`config.mk`:
```
export PLATFORM = sky130hd
export DESIGN_NAME = ctd_decoder
export DESIGN_NICKNAME = d
export VERILOG_FILES = /design/src/design/ctd_pkg.sv /design/src/design/ctd_decoder.sv /design/src/design/ctd_cond.sv /design/src/design/ctd_target.sv
export VERILOG_INCLUDE_DIRS = /design/src /design/src/design
export SDC_FILE = /design/constraint.sdc
export NUM_CORES = 1
export LEC_CHECK = 0
export BUFFER_PORTS_ARGS = -buffer_cell sky130_fd_sc_hd__clkbuf_2
export CORE_ASPECT_RATIO = 2
export CORE_UTILIZATION = 51
export CTS_CLUSTER_DIAMETER = 60
export DETAILED_ROUTE_END_ITERATION = 8
export PLACE_DENSITY = 0.78
export REMOVE_ABC_BUFFERS = 1
export SLEW_MARGIN = 15
export SYNTH_ARGS = -nofsm -noshare
export SYNTH_HDL_FRONTEND = slang
export SYNTH_SLANG_ARGS = --single-unit
```
`constraint.sdc`:
```
create_clock -name clk -period 3.11 [get_ports clk]
set_input_delay 0.311 -clock clk [delete_from_list [all_inputs] [get_ports clk]]
set_output_delay 0.311 -clock clk [all_outputs]
set_load 0.05 [all_outputs]
```
`src/design/ctd_cfg.svh`:
```
// How it works
// RULE_01 - Opcode c3 is near return, 16 clocks wide bus, 20 narrow bus.
// RULE_02 - Opcode c2 plus 16-bit immediate: near return adding to stack, 18/22.
// RULE_03 - Opcode cb far return 22/30; ca with immediate 25/33.
// RULE_04 - Conditional short jumps: opcode plus displacement, 4 not taken, 13 taken; 74 on zero.
// RULE_05 - Signed jumps: 7c less, 7e less-equal, 7d greater-equal, 7f greater.
// RULE_06 - Unsigned jumps: 72 below, 76 below-equal, 73 above-equal, 77 above.
// RULE_07 - Flag jumps: 7a parity, 70 overflow, 78 sign; 7b, 71, 79 opposite.
// RULE_08 - Opcode 75 jumps when zero flag clear, same conditional costs.
// RULE_09 - Opcode e3 jumps when count is zero, 5 not taken, 15 taken.
// RULE_10 - Opcode e2 decrements count, loops while nonzero, 6 exit, 16 branch.
// RULE_11 - e1 loops while count nonzero and zero set; e0 while zero clear.
// RULE_12 - c8 with frame size and level: 15, 25, 22+16(n-1) wide bus.
// RULE_13 - Opcode c9 releases the stack frame in 8 clocks.
// RULE_14 - cd with type byte interrupts in 47 clocks; cc raises type 3 in 45.
// RULE_15 - Opcode ce interrupts only on overflow: 48 taken, 4 otherwise.
// RULE_16 - Opcode cf restores pointer, segment and flags in 28 clocks.
// RULE_17 - Opcode 62 with mod-reg-r/m byte checks bounds in 33 to 35 clocks; the code adds bound_extra up to 3, so 36 is possible.
// RULE_18 - Word operations add 4 clocks per memory transfer.
// RULE_19 - Effective address takes 4 clocks, already inside listed times.
// RULE_20 - Short displacement is sign-extended and added to next address.
`ifndef CTD_CFG_SVH
`define CTD_CFG_SVH
`define CTD_OP_RETN 8'hc3
`define CTD_OP_RETN_IMM 8'hc2
`define CTD_OP_RETF 8'hcb
`define CTD_OP_RETF_IMM 8'hca
`define CTD_OP_JCC_HI 4'h7
`define CTD_OP_BRANCH_IF_COUNT_ZERO 8'he3
`define CTD_OP_LOOP 8'he2
`define CTD_OP_LOOPZ 8'he1
`define CTD_OP_LOOPNZ 8'he0
`define CTD_OP_ENTER 8'hc8
`define CTD_OP_LEAVE 8'hc9
`define CTD_OP_INT 8'hcd
`define CTD_OP_INT3 8'hcc
`define CTD_OP_TRAP_ON_OVERFLOW 8'hce
`define CTD_OP_TRAP_RETURN 8'hcf
`define CTD_OP_BOUND 8'h62
`define CTD_INT3_TYPE 8'h03
// Overflow trap type, a fixed choice of this block
`define CTD_TRAP_ON_OVERFLOW_TYPE 8'h04
`define CTD_CYC_RETN_W 8'h10
`define CTD_CYC_RETN_N 8'h14
`define CTD_CYC_RETNI_W 8'h12
`define CTD_CYC_RETNI_N 8'h16
`define CTD_CYC_RETF_W 8'h16
`define CTD_CYC_RETF_N 8'h1e
`define CTD_CYC_RETFI_W 8'h19
`define CTD_CYC_RETFI_N 8'h21
`define CTD_CYC_JCC_NT 8'h04
`define CTD_CYC_JCC_T 8'h0d
`define CTD_CYC_BRANCH_IF_COUNT_ZERO_NT 8'h05
`define CTD_CYC_BRANCH_IF_COUNT_ZERO_T 8'h0f
`define CTD_CYC_LOOP_NT 8'h06
`define CTD_CYC_LOOP_T 8'h10
`define CTD_CYC_ENT0_W 8'h0f
`define CTD_CYC_ENT1_W 8'h19
`define CTD_CYC_ENTN_W 8'h16
`define CTD_CYC_ENTS_W 8'h10
`define CTD_CYC_ENT0_N 8'h13
`define CTD_CYC_ENT1_N 8'h1d
`define CTD_CYC_ENTN_N 8'h1a
`define CTD_CYC_ENTS_N 8'h14
`define CTD_CYC_LEAVE 8'h08
`define CTD_CYC_INT 8'h2f
`define CTD_CYC_INT3 8'h2d
`define CTD_CYC_TRAP_ON_OVERFLOW_T 8'h30
`define CTD_CYC_TRAP_ON_OVERFLOW_NT 8'h04
`define CTD_CYC_TRAP_RETURN 8'h1c
`define CTD_CYC_BOUND_MIN 8'h21
`define CTD_CYC_BOUND_MAX 8'h23
`define CTD_CYC_WORD_XFER 8'h04
`define CTD_CYC_EA 8'h04
`endif

```
`src/design/ctd_pkg.sv`:
```
package ctd_pkg;
	typedef enum logic [4:0] {
		CTD_NONE, CTD_RETN, CTD_RETN_IMM, CTD_RETF, CTD_RETF_IMM,
		CTD_JCC, CTD_BRANCH_IF_COUNT_ZERO, CTD_LOOP, CTD_LOOPZ, CTD_LOOPNZ, CTD_ENTER,
		CTD_LEAVE, CTD_INT, CTD_INT3, CTD_TRAP_ON_OVERFLOW, CTD_TRAP_RETURN, CTD_BOUND
	} ctd_op_e;
	typedef enum logic [1:0] {
		CTD_IDLE = 2'b00,
		CTD_FETCH = 2'b01,
		CTD_RUN = 2'b11
	} ctd_state_e;
endpackage

```
`src/design/ctd_decoder.sv`:
```
`timescale 1ns/1ns
`include "ctd_cfg.svh"
module ctd_decoder (
	// Clock and reset
	input wire logic clk,
	input wire logic rst_n,
	// Instruction byte stream
	input wire logic byte_valid,
	input wire logic [7:0] byte_data,
	output logic byte_ready,
	// Processor state
	input wire logic narrow_bus,
	input wire logic word_op,
	input wire logic [15:0] ip_after,
	input wire logic [15:0] count_register,
	input wire logic flag_c,
	input wire logic flag_z,
	input wire logic flag_s,
	input wire logic flag_o,
	input wire logic flag_p,
	input wire logic [1:0] bound_extra,
	// Decode result
	output logic done,
	output ctd_pkg::ctd_op_e op,
	output logic branch_taken,
	output logic [15:0] branch_target,
	output logic [15:0] imm16,
	output logic [7:0] level,
	output logic [7:0] trap_type,
	output logic [15:0] next_count,
	output logic [7:0] cycles
);
	////////////////////////////////////////////////////////////////////
	ctd_pkg::ctd_state_e state, next_state;
	ctd_pkg::ctd_op_e next_op;
	logic [1:0] need, next_need;
	logic [7:0] busy, next_busy;
	logic [7:0] next_cycles;
	logic [15:0] next_imm16;
	logic [7:0] next_level, next_trap_type;
	logic [15:0] next_next_count;
	logic next_branch_taken;
	logic [15:0] next_branch_target;
	logic run_last;
	logic [1:0] got, next_got;
	logic cc_take;
	logic [15:0] tgt;
	logic [15:0] cnt_dec;
	logic [7:0] ent_cost;

	ctd_cond u_cond (
		.code(op == ctd_pkg::CTD_JCC ? imm16[3:0] : 4'h0),
		.flag_c(flag_c),
		.flag_z(flag_z),
		.flag_s(flag_s),
		.flag_o(flag_o),
		.flag_p(flag_p),
		.take(cc_take)
	);
	ctd_target u_tgt (
		.next_ip(ip_after),
		.disp(byte_data),
		.target(tgt)
	);

	assign byte_ready = (state != ctd_pkg::CTD_RUN);
	assign cnt_dec = count_register - 16'h0001;
	// Done marks the last busy cycle; short costs still spend one
	assign run_last = (busy >= cycles - 8'h01) || (cycles <= 8'h01);
	assign done = (state == ctd_pkg::CTD_RUN) && run_last;

	// RULE_12 enter cost by level
	always_comb begin
		ent_cost = 8'h00;
		if (level == 8'h00)
			ent_cost = narrow_bus ? `CTD_CYC_ENT0_N : `CTD_CYC_ENT0_W;
		else if (level == 8'h01)
			ent_cost = narrow_bus ? `CTD_CYC_ENT1_N : `CTD_CYC_ENT1_W;
		else
			ent_cost = (narrow_bus ? `CTD_CYC_ENTN_N : `CTD_CYC_ENTN_W)
				+ 8'((level - 8'h01) *
				(narrow_bus ? `CTD_CYC_ENTS_N : `CTD_CYC_ENTS_W));
	end

	////////////////////////////////////////////////////////////////////
	always_comb begin
		next_state = state;
		next_op = op;
		next_need = need;
		next_got = got;
		next_busy = busy;
		next_cycles = cycles;
		next_imm16 = imm16;
		next_level = level;
		next_trap_type = trap_type;
		next_next_count = next_count;
		next_branch_taken = branch_taken;
		next_branch_target = branch_target;
		unique case (state)
			ctd_pkg::CTD_IDLE: begin
				if (byte_valid) begin
					next_got = 2'h0;
					next_branch_taken = 1'b0;
					next_imm16 = 16'h0000;
					next_need = 2'h1;
					next_state = ctd_pkg::CTD_FETCH;
					unique casez (byte_data)
						// RULE_01 near return
						`CTD_OP_RETN: begin
							next_op = ctd_pkg::CTD_RETN;
							next_need = 2'h0;
						end
						// RULE_02 near return immediate
						`CTD_OP_RETN_IMM: begin
							next_op = ctd_pkg::CTD_RETN_IMM;
							next_need = 2'h2;
						end
						// RULE_03 far returns
						`CTD_OP_RETF: begin
							next_op = ctd_pkg::CTD_RETF;
							next_need = 2'h0;
						end
						`CTD_OP_RETF_IMM: begin
							next_op = ctd_pkg::CTD_RETF_IMM;
							next_need = 2'h2;
						end
						8'b0111_????: begin
							next_op = ctd_pkg::CTD_JCC;
							next_imm16 = {8'h00, byte_data};
						end
						`CTD_OP_BRANCH_IF_COUNT_ZERO: next_op = ctd_pkg::CTD_BRANCH_IF_COUNT_ZERO;
						`CTD_OP_LOOP: next_op = ctd_pkg::CTD_LOOP;
						`CTD_OP_LOOPZ: next_op = ctd_pkg::CTD_LOOPZ;
						`CTD_OP_LOOPNZ: next_op = ctd_pkg::CTD_LOOPNZ;
						`CTD_OP_ENTER: begin
							next_op = ctd_pkg::CTD_ENTER;
							next_need = 2'h3;
						end
						// RULE_13 leave
						`CTD_OP_LEAVE: begin
							next_op = ctd_pkg::CTD_LEAVE;
							next_need = 2'h0;
						end
						`CTD_OP_INT: next_op = ctd_pkg::CTD_INT;
						// RULE_14 breakpoint type three
						`CTD_OP_INT3: begin
							next_op = ctd_pkg::CTD_INT3;
							next_trap_type = `CTD_INT3_TYPE;
							next_need = 2'h0;
						end
						`CTD_OP_TRAP_ON_OVERFLOW: begin
							next_op = ctd_pkg::CTD_TRAP_ON_OVERFLOW;
							next_need = 2'h0;
						end
						// RULE_16 trap return
						`CTD_OP_TRAP_RETURN: begin
							next_op = ctd_pkg::CTD_TRAP_RETURN;
							next_need = 2'h0;
						end
						// RULE_17 bounds check
						`CTD_OP_BOUND: next_op = ctd_pkg::CTD_BOUND;
						default: begin
							next_op = ctd_pkg::CTD_NONE;
							next_state = ctd_pkg::CTD_IDLE;
						end
					endcase
				end
			end
			ctd_pkg::CTD_FETCH: begin
				if (need == 2'h0) begin
					next_state = ctd_pkg::CTD_RUN;
					next_busy = 8'h01;
					next_next_count = count_register;
					unique case (op)
						ctd_pkg::CTD_RETN: next_cycles = narrow_bus ?
							`CTD_CYC_RETN_N : `CTD_CYC_RETN_W;
						ctd_pkg::CTD_RETN_IMM: next_cycles = narrow_bus ?
							`CTD_CYC_RETNI_N : `CTD_CYC_RETNI_W;
						ctd_pkg::CTD_RETF: next_cycles = narrow_bus ?
							`CTD_CYC_RETF_N : `CTD_CYC_RETF_W;
						ctd_pkg::CTD_RETF_IMM: next_cycles = narrow_bus ?
							`CTD_CYC_RETFI_N : `CTD_CYC_RETFI_W;
						ctd_pkg::CTD_ENTER: next_cycles = ent_cost;
						ctd_pkg::CTD_LEAVE: next_cycles = `CTD_CYC_LEAVE;
						ctd_pkg::CTD_INT: next_cycles = `CTD_CYC_INT;
						ctd_pkg::CTD_INT3: next_cycles = `CTD_CYC_INT3;
						// RULE_15 trap on overflow
						ctd_pkg::CTD_TRAP_ON_OVERFLOW: begin
							next_branch_taken = flag_o;
							next_trap_type = `CTD_TRAP_ON_OVERFLOW_TYPE;
							next_cycles = flag_o ?
								`CTD_CYC_TRAP_ON_OVERFLOW_T : `CTD_CYC_TRAP_ON_OVERFLOW_NT;
						end
						ctd_pkg::CTD_TRAP_RETURN: next_cycles = `CTD_CYC_TRAP_RETURN;
						// RULE_18 word transfer penalty
						// RULE_19 address time included
						ctd_pkg::CTD_BOUND: next_cycles =
							`CTD_CYC_BOUND_MIN + {6'h00, bound_extra}
							+ (word_op ? `CTD_CYC_WORD_XFER : 8'h00);
						default: next_cycles = cycles;
					endcase
				end else if (byte_valid) begin
					next_need = need - 2'h1;
					next_got = got + 2'h1;
					unique case (op)
						ctd_pkg::CTD_JCC: begin
							// RULE_04 conditional jump cost
							next_branch_taken = cc_take;
							next_branch_target = tgt;
							next_cycles = cc_take ?
								`CTD_CYC_JCC_T : `CTD_CYC_JCC_NT;
						end
						// RULE_09 count zero jump
						ctd_pkg::CTD_BRANCH_IF_COUNT_ZERO: begin
							next_branch_taken = (count_register == 16'h0000);
							next_branch_target = tgt;
							next_cycles = (count_register == 16'h0000) ?
								`CTD_CYC_BRANCH_IF_COUNT_ZERO_T : `CTD_CYC_BRANCH_IF_COUNT_ZERO_NT;
						end
						// RULE_10 RULE_11 loop forms
						ctd_pkg::CTD_LOOP, ctd_pkg::CTD_LOOPZ,
						ctd_pkg::CTD_LOOPNZ: begin
							next_branch_taken = (cnt_dec != 16'h0000) &&
								(op == ctd_pkg::CTD_LOOP ||
								(op == ctd_pkg::CTD_LOOPZ && flag_z) ||
								(op == ctd_pkg::CTD_LOOPNZ && !flag_z));
							next_branch_target = tgt;
							next_cycles = next_branch_taken ?
								`CTD_CYC_LOOP_T : `CTD_CYC_LOOP_NT;
						end
						ctd_pkg::CTD_INT: next_trap_type = byte_data;
						ctd_pkg::CTD_ENTER: begin
							if (got == 2'h0)
								next_imm16 = {8'h00, byte_data};
							else if (got == 2'h1)
								next_imm16 = {byte_data, imm16[7:0]};
							else
								next_level = byte_data;
						end
						ctd_pkg::CTD_RETN_IMM, ctd_pkg::CTD_RETF_IMM: begin
							if (got == 2'h0)
								next_imm16 = {8'h00, byte_data};
							else
								next_imm16 = {byte_data, imm16[7:0]};
						end
						default: next_imm16 = imm16;
					endcase
				end
			end
			ctd_pkg::CTD_RUN: begin
				if (run_last)
					next_state = ctd_pkg::CTD_IDLE;
				else
					next_busy = busy + 8'h01;
				if (op == ctd_pkg::CTD_LOOP || op == ctd_pkg::CTD_LOOPZ ||
					op == ctd_pkg::CTD_LOOPNZ)
					next_next_count = cnt_dec;
			end
			default: next_state = ctd_pkg::CTD_IDLE;
		endcase
	end

	always_ff @(posedge clk or negedge rst_n) begin
		if (!rst_n) begin
			state <= ctd_pkg::CTD_IDLE;
			op <= ctd_pkg::CTD_NONE;
			need <= 2'h0;
			got <= 2'h0;
			busy <= 8'h00;
			cycles <= 8'h00;
			imm16 <= 16'h0000;
			level <= 8'h00;
			trap_type <= 8'h00;
			next_count <= 16'h0000;
			branch_taken <= 1'b0;
			branch_target <= 16'h0000;
		end else begin
			state <= next_state;
			op <= next_op;
			need <= next_need;
			got <= next_got;
			busy <= next_busy;
			cycles <= next_cycles;
			imm16 <= next_imm16;
			level <= next_level;
			trap_type <= next_trap_type;
			next_count <= next_next_count;
			branch_taken <= next_branch_taken;
			branch_target <= next_branch_target;
		end
	end

	////////////////////////////////////////////////////////////////////
	// RULE_13 leave cost
	leave_cost_a: assert property (@(posedge clk) disable iff (!rst_n)
		(state == ctd_pkg::CTD_RUN && op == ctd_pkg::CTD_LEAVE)
		|-> cycles == `CTD_CYC_LEAVE)
		else $error("leave cycle count wrong");
	// RULE_16 trap return cost
	trap_return_cost_a: assert property (@(posedge clk) disable iff (!rst_n)
		(state == ctd_pkg::CTD_RUN && op == ctd_pkg::CTD_TRAP_RETURN)
		|-> cycles == `CTD_CYC_TRAP_RETURN)
		else $error("trap return cycle count wrong");
	// RULE_15 overflow trap cost
	trap_on_overflow_cost_a: assert property (@(posedge clk) disable iff (!rst_n)
		(state == ctd_pkg::CTD_RUN && op == ctd_pkg::CTD_TRAP_ON_OVERFLOW)
		|-> cycles == (branch_taken ? `CTD_CYC_TRAP_ON_OVERFLOW_T : `CTD_CYC_TRAP_ON_OVERFLOW_NT))
		else $error("overflow trap cycle count wrong");
	// RULE_04 jump cost
	jcc_cost_a: assert property (@(posedge clk) disable iff (!rst_n)
		(state == ctd_pkg::CTD_RUN && op == ctd_pkg::CTD_JCC)
		|-> cycles == (branch_taken ? `CTD_CYC_JCC_T : `CTD_CYC_JCC_NT))
		else $error("conditional jump cycle count wrong");
	// RULE_09 count zero cost
	branch_if_count_zero_cost_a: assert property (@(posedge clk) disable iff (!rst_n)
		(state == ctd_pkg::CTD_RUN && op == ctd_pkg::CTD_BRANCH_IF_COUNT_ZERO)
		|-> cycles == (branch_taken ? `CTD_CYC_BRANCH_IF_COUNT_ZERO_T : `CTD_CYC_BRANCH_IF_COUNT_ZERO_NT))
		else $error("count zero jump cycle count wrong");
	// RULE_10 loop cost
	loop_cost_a: assert property (@(posedge clk) disable iff (!rst_n)
		(state == ctd_pkg::CTD_RUN && op == ctd_pkg::CTD_LOOP)
		|-> cycles == (branch_taken ? `CTD_CYC_LOOP_T : `CTD_CYC_LOOP_NT))
		else $error("loop cycle count wrong");
	// RULE_14 breakpoint type
	int3_type_a: assert property (@(posedge clk) disable iff (!rst_n)
		(state == ctd_pkg::CTD_RUN && op == ctd_pkg::CTD_INT3)
		|-> trap_type == `CTD_INT3_TYPE && cycles == `CTD_CYC_INT3)
		else $error("breakpoint type or cost wrong");
	// RULE_01 near return cost
	retn_cost_a: assert property (@(posedge clk) disable iff (!rst_n)
		(state == ctd_pkg::CTD_RUN && op == ctd_pkg::CTD_RETN)
		|-> cycles == (narrow_bus ? `CTD_CYC_RETN_N : `CTD_CYC_RETN_W))
		else $error("near return cycle count wrong");
endmodule

```
`src/design/ctd_cond.sv`:
```
`timescale 1ns/1ns
// Condition tester for the sixteen short conditional jumps
module ctd_cond (
	// Condition code from opcode low nibble
	input wire logic [3:0] code,
	// Flags
	input wire logic flag_c,
	input wire logic flag_z,
	input wire logic flag_s,
	input wire logic flag_o,
	input wire logic flag_p,
	// Result
	output logic take
);
	logic base;
	always_comb begin
		unique case (code[3:1])
			// RULE_07 flag tests
			3'h0: base = flag_o;
			// RULE_06 unsigned tests
			3'h1: base = flag_c;
			// RULE_04 zero test
			3'h2: base = flag_z;
			3'h3: base = flag_c | flag_z;
			3'h4: base = flag_s;
			3'h5: base = flag_p;
			// RULE_05 signed tests
			3'h6: base = flag_s ^ flag_o;
			3'h7: base = (flag_s ^ flag_o) | flag_z;
		endcase
		// RULE_08 odd codes invert
		take = base ^ code[0];
	end
endmodule

```
`src/design/ctd_target.sv`:
```
`timescale 1ns/1ns
// Branch target adder
module ctd_target (
	// Operands
	input wire logic [15:0] next_ip,
	input wire logic [7:0] disp,
	// Result
	output logic [15:0] target
);
	// RULE_20 sign extend add
	assign target = next_ip + {{8{disp[7]}}, disp};
endmodule

```
==> flow_summary.json <==
{
  "status": "finished clean",
  "critPathLaunchType": "flop",
  "hold_buffers": 0,
  "wl_met1_um": 6424,
  "ir_worst_vdd_uv": 620.2,
  "slew-limit-headroom_pct": 40.45,
  "yosysWarnings": 0,
  "post_route_cells_drive_above_1_share_pct": 23.88,
  "finalMaxSlewViolations": 0,
  "wl_met3_um": 899,
  "yosys.area.top_type_share_pct": 35.13,
  "drtIter0Drc": 326,
  "setup_slack_ps": 143.1,
  "htree_num_levels": 3,
  "synth-seq-cells": 92,
  "p_leak_nw": 3.678,
  "numCtsBuffers": 9,
  "critical_path.slowest_cell": "dfrtp_1",
  "die_w_um": 82.16,
  "avgSynthCellArea_um2": 8.556,
  "root_buffer": "clkbuf_16",
  "wl_met2_um": 10140,
  "drv_cap": 0,
  "wl_per_cell_um": 17.44,
  "min_period_ps": 2967,
  "path_clk_slew_ps": 70,
  "cts.sinks": 92,
  "fillCellCount": 1102,
  "drt-pass1-iter-count": 5,
  "die_area_um2": 13340,
  "ctsLongestPathBuffers": 2,
  "grt_max_degree": 69,
  "vias": 6297,
  "initial_core_util_pct": 52.20,
  "clock_skew_ps": 7.904,
  "dpl.hpwl_um": 14400,
  "synthesis.area_um2": 6554,
  "clock_latency_ps": 350,
  "fin_setup_tns_ps": 0,
  "crit_chain": "nor3_1, xnor2_1, nor2b_1, ha_1, ha_1, ha_1, ha_1, a21o_1, a21oi_2, xnor2_1, xnor2_1, a22o_1",
  "ys_seq_area_share_pct": 35.13,
  "pre_cts_slack_ps": 113.8,
  "worst_setup_path_end_kind": "flop",
  "crit_type": "reg2reg",
  "core.rowCount": 58,
  "io_pins": 132,
  "grt_pass1_wl_um": 29640,
  "finalHoldWorstSlack_ps": 80.04,
  "syn_inst": 766,
  "hp-class": "in2async",
  "ys_types": 80,
  "antenna_found_initial": 0,
  "startpoint": "level[1]",
  "critPathBufInv": 0,
  "finalSetupViolCount": 0,
  "drtAntennaViolNets": 0,
  "core_um2": 12550,
  "cp.arrival_ps": 3210,
  "grt-ovfl-total": 0,
  "place.gp.congestion": 0.9236,
  "async_reset_ff_share_pct": 100.0,
  "track_usage_pct": 29.44,
  "reg2reg_depth": 12,
  "layout.nets": 1007,
  "grt_pass1_vias": 6398,
  "diodes": 0,
  "hold_viol": 0,
  "die_y_um": 162.3,
  "viasPerCell": 5.924,
  "final_cells": 1063,
  "synth_ff_type": "dfrtp_1",
  "r2r-start": "level[1]",
  "synth_largest_area_cell": "dfrtp_1",
  "portBuffers": 131,
  "synth.area.top_cells": "dfrtp_1 (35%), ha_1 (8.6%), nand2_1 (6.9%), o21ai_0 (6.2%), xnor2_1 (4.0%)",
  "wl_um": 18540,
  "drc": 0,
  "critical_path.top_delay_family": "adder cells",
  "synth_common_cells": "nand2_1 (121), dfrtp_1 (92), o21ai_0 (81)",
  "period_share_pct": 95.40,
  "tightestPinTransition_ps": 893.3,
  "critical_path.max_fanout": 4,
  "cp_slowest_stage_delay_ps": 410,
  "synth_edf_count": 0,
  "cp.depth": 12,
  "cp.required_ps": 3350,
  "dp.cells": 1042,
  "area_growth_pct": 19.85,
  "cts_tree": "done",
  "p_per_area_nw_per_um2": 943.5,
  "critPathMostFrequentCell": "ha_1",
  "max_freq_mhz": 337.1,
  "top_layer": "met4",
  "synth.most_common_cell": "nand2_1"
}
placed cells by master (no fill, tap or decap), types with 4 or more instances in the layout:
cell type  instances
o21ai_0           80
nand3_1           19
ha_1              43
a21oi_1           31
clkbuf_2         129
xnor2_1           29
mux2_1             5
inv_1             25
buf_4             33
nand2_1          121
xor2_1            15
nor4_1             6
nor3_1            26
a31oi_1            8
inv_6              4
nor3b_1            4
nand4_1            4
nand2b_1          11
nor2_1            47
and2_1             6
and3_1             5
o21ai_1            8
nor2b_1           13
a22oi_1            4
mux2_2            12
mux2i_1            9
a211oi_1           7
o22a_1             4
a21o_1             9
clkbuf_16          9
dfrtp_1           89
nand3b_1           4
layer usage:
| layer | vias to the layer above | GRT usage (%) |
|---|---|---|
| met3 | 68 | 4.719 |
| met1 | 2972 | 28.05 |
| met5 | - | 0 |
| li1 | 3034 | - |
| met2 | 223 | 55.07 |
| met4 | 0 | 18.82 |
final timing paths:
kind                                   to  slack (ps)
hold reg to reg            next_count[12]         480
min in group clk                 imm16[1]         250
setup reg to reg                cycles[7]         140
hold / removal              next_count[6]          80
max in group asynchronous    trap_type[2]        2260
setup / recovery                cycles[7]         140
flip-flops by register name, summed over array words and instances, names as in the netlist:
register,cells
cycles,8
op,5
got,2
next_count,16
need,2
branch_taken,1
trap_type,8
branch_target,16
level,8
imm16,16
state,2
busy,8
cell families (layout without fill, tap and decap cells):
family	count (synthesis)	in the layout	synth area share (%)
AND/OR/NAND/NOR	298	298	22.99
AO/OA/AOI/OAI	196	196	18.52
flip-flops	92	92	35.13
buffers and inverters	60	207	3.646
adder cells (fa/ha/maj)	48	48	9.355
XOR/XNOR	45	45	6.014
multiplexers	26	26	4.296
other	1	1	0.05722
per-stage QoR:
stage | utilization (%) | instance area [um2] | power (mW)
after floorplan | - | 6420 | 5.004
after global placement | 59.52 | 7472 | 6.100
after detailed placement | 59.52 | 7472 | 6.163
after CTS | 62.01 | 7785 | 7.328
after global routing | 62.57 | 7855 | 7.927
final | 62.57 | 7855 | 7.412
layout make-up:
| type | count | area, um2 | area share, % |
|---|---|---|---|
| clock inverter | 7 | 62.56 | 0.7964 |
| inverter | 28 | 105.1 | 1.338 |
| multi-input combinational | 614 | 4060 | 51.69 |
| timing repair buffer | 163 | 908.4 | 11.56 |
| tap | 150 | 187.7 | 2.389 |
| clock buffer | 9 | 225.2 | 2.867 |
| sequential | 92 | 2306 | 29.36 |
where the power goes:
| group | leakage [nW] | total (mW) | switching [mW] | internal (mW) |
|---|---|---|---|---|
| Sequential | 1.18 | 2.00 | 0.355 | 1.64 |
| Combinational | 2.35 | 4.32 | 3.01 | 1.30 |
| Clock | 0.145 | 1.10 | 0.533 | 0.564 |
| Total | 3.68 | 7.41 | 3.90 | 3.51 |
timing repair:
action,CTS,global route
resized for setup,3,13
endpoints found under the hold margin,0,0
pin swaps,2,1
setup endpoints to repair,1,5
setup buffers,2,3
No activity file was read; power rests on OpenSTA's default activity.
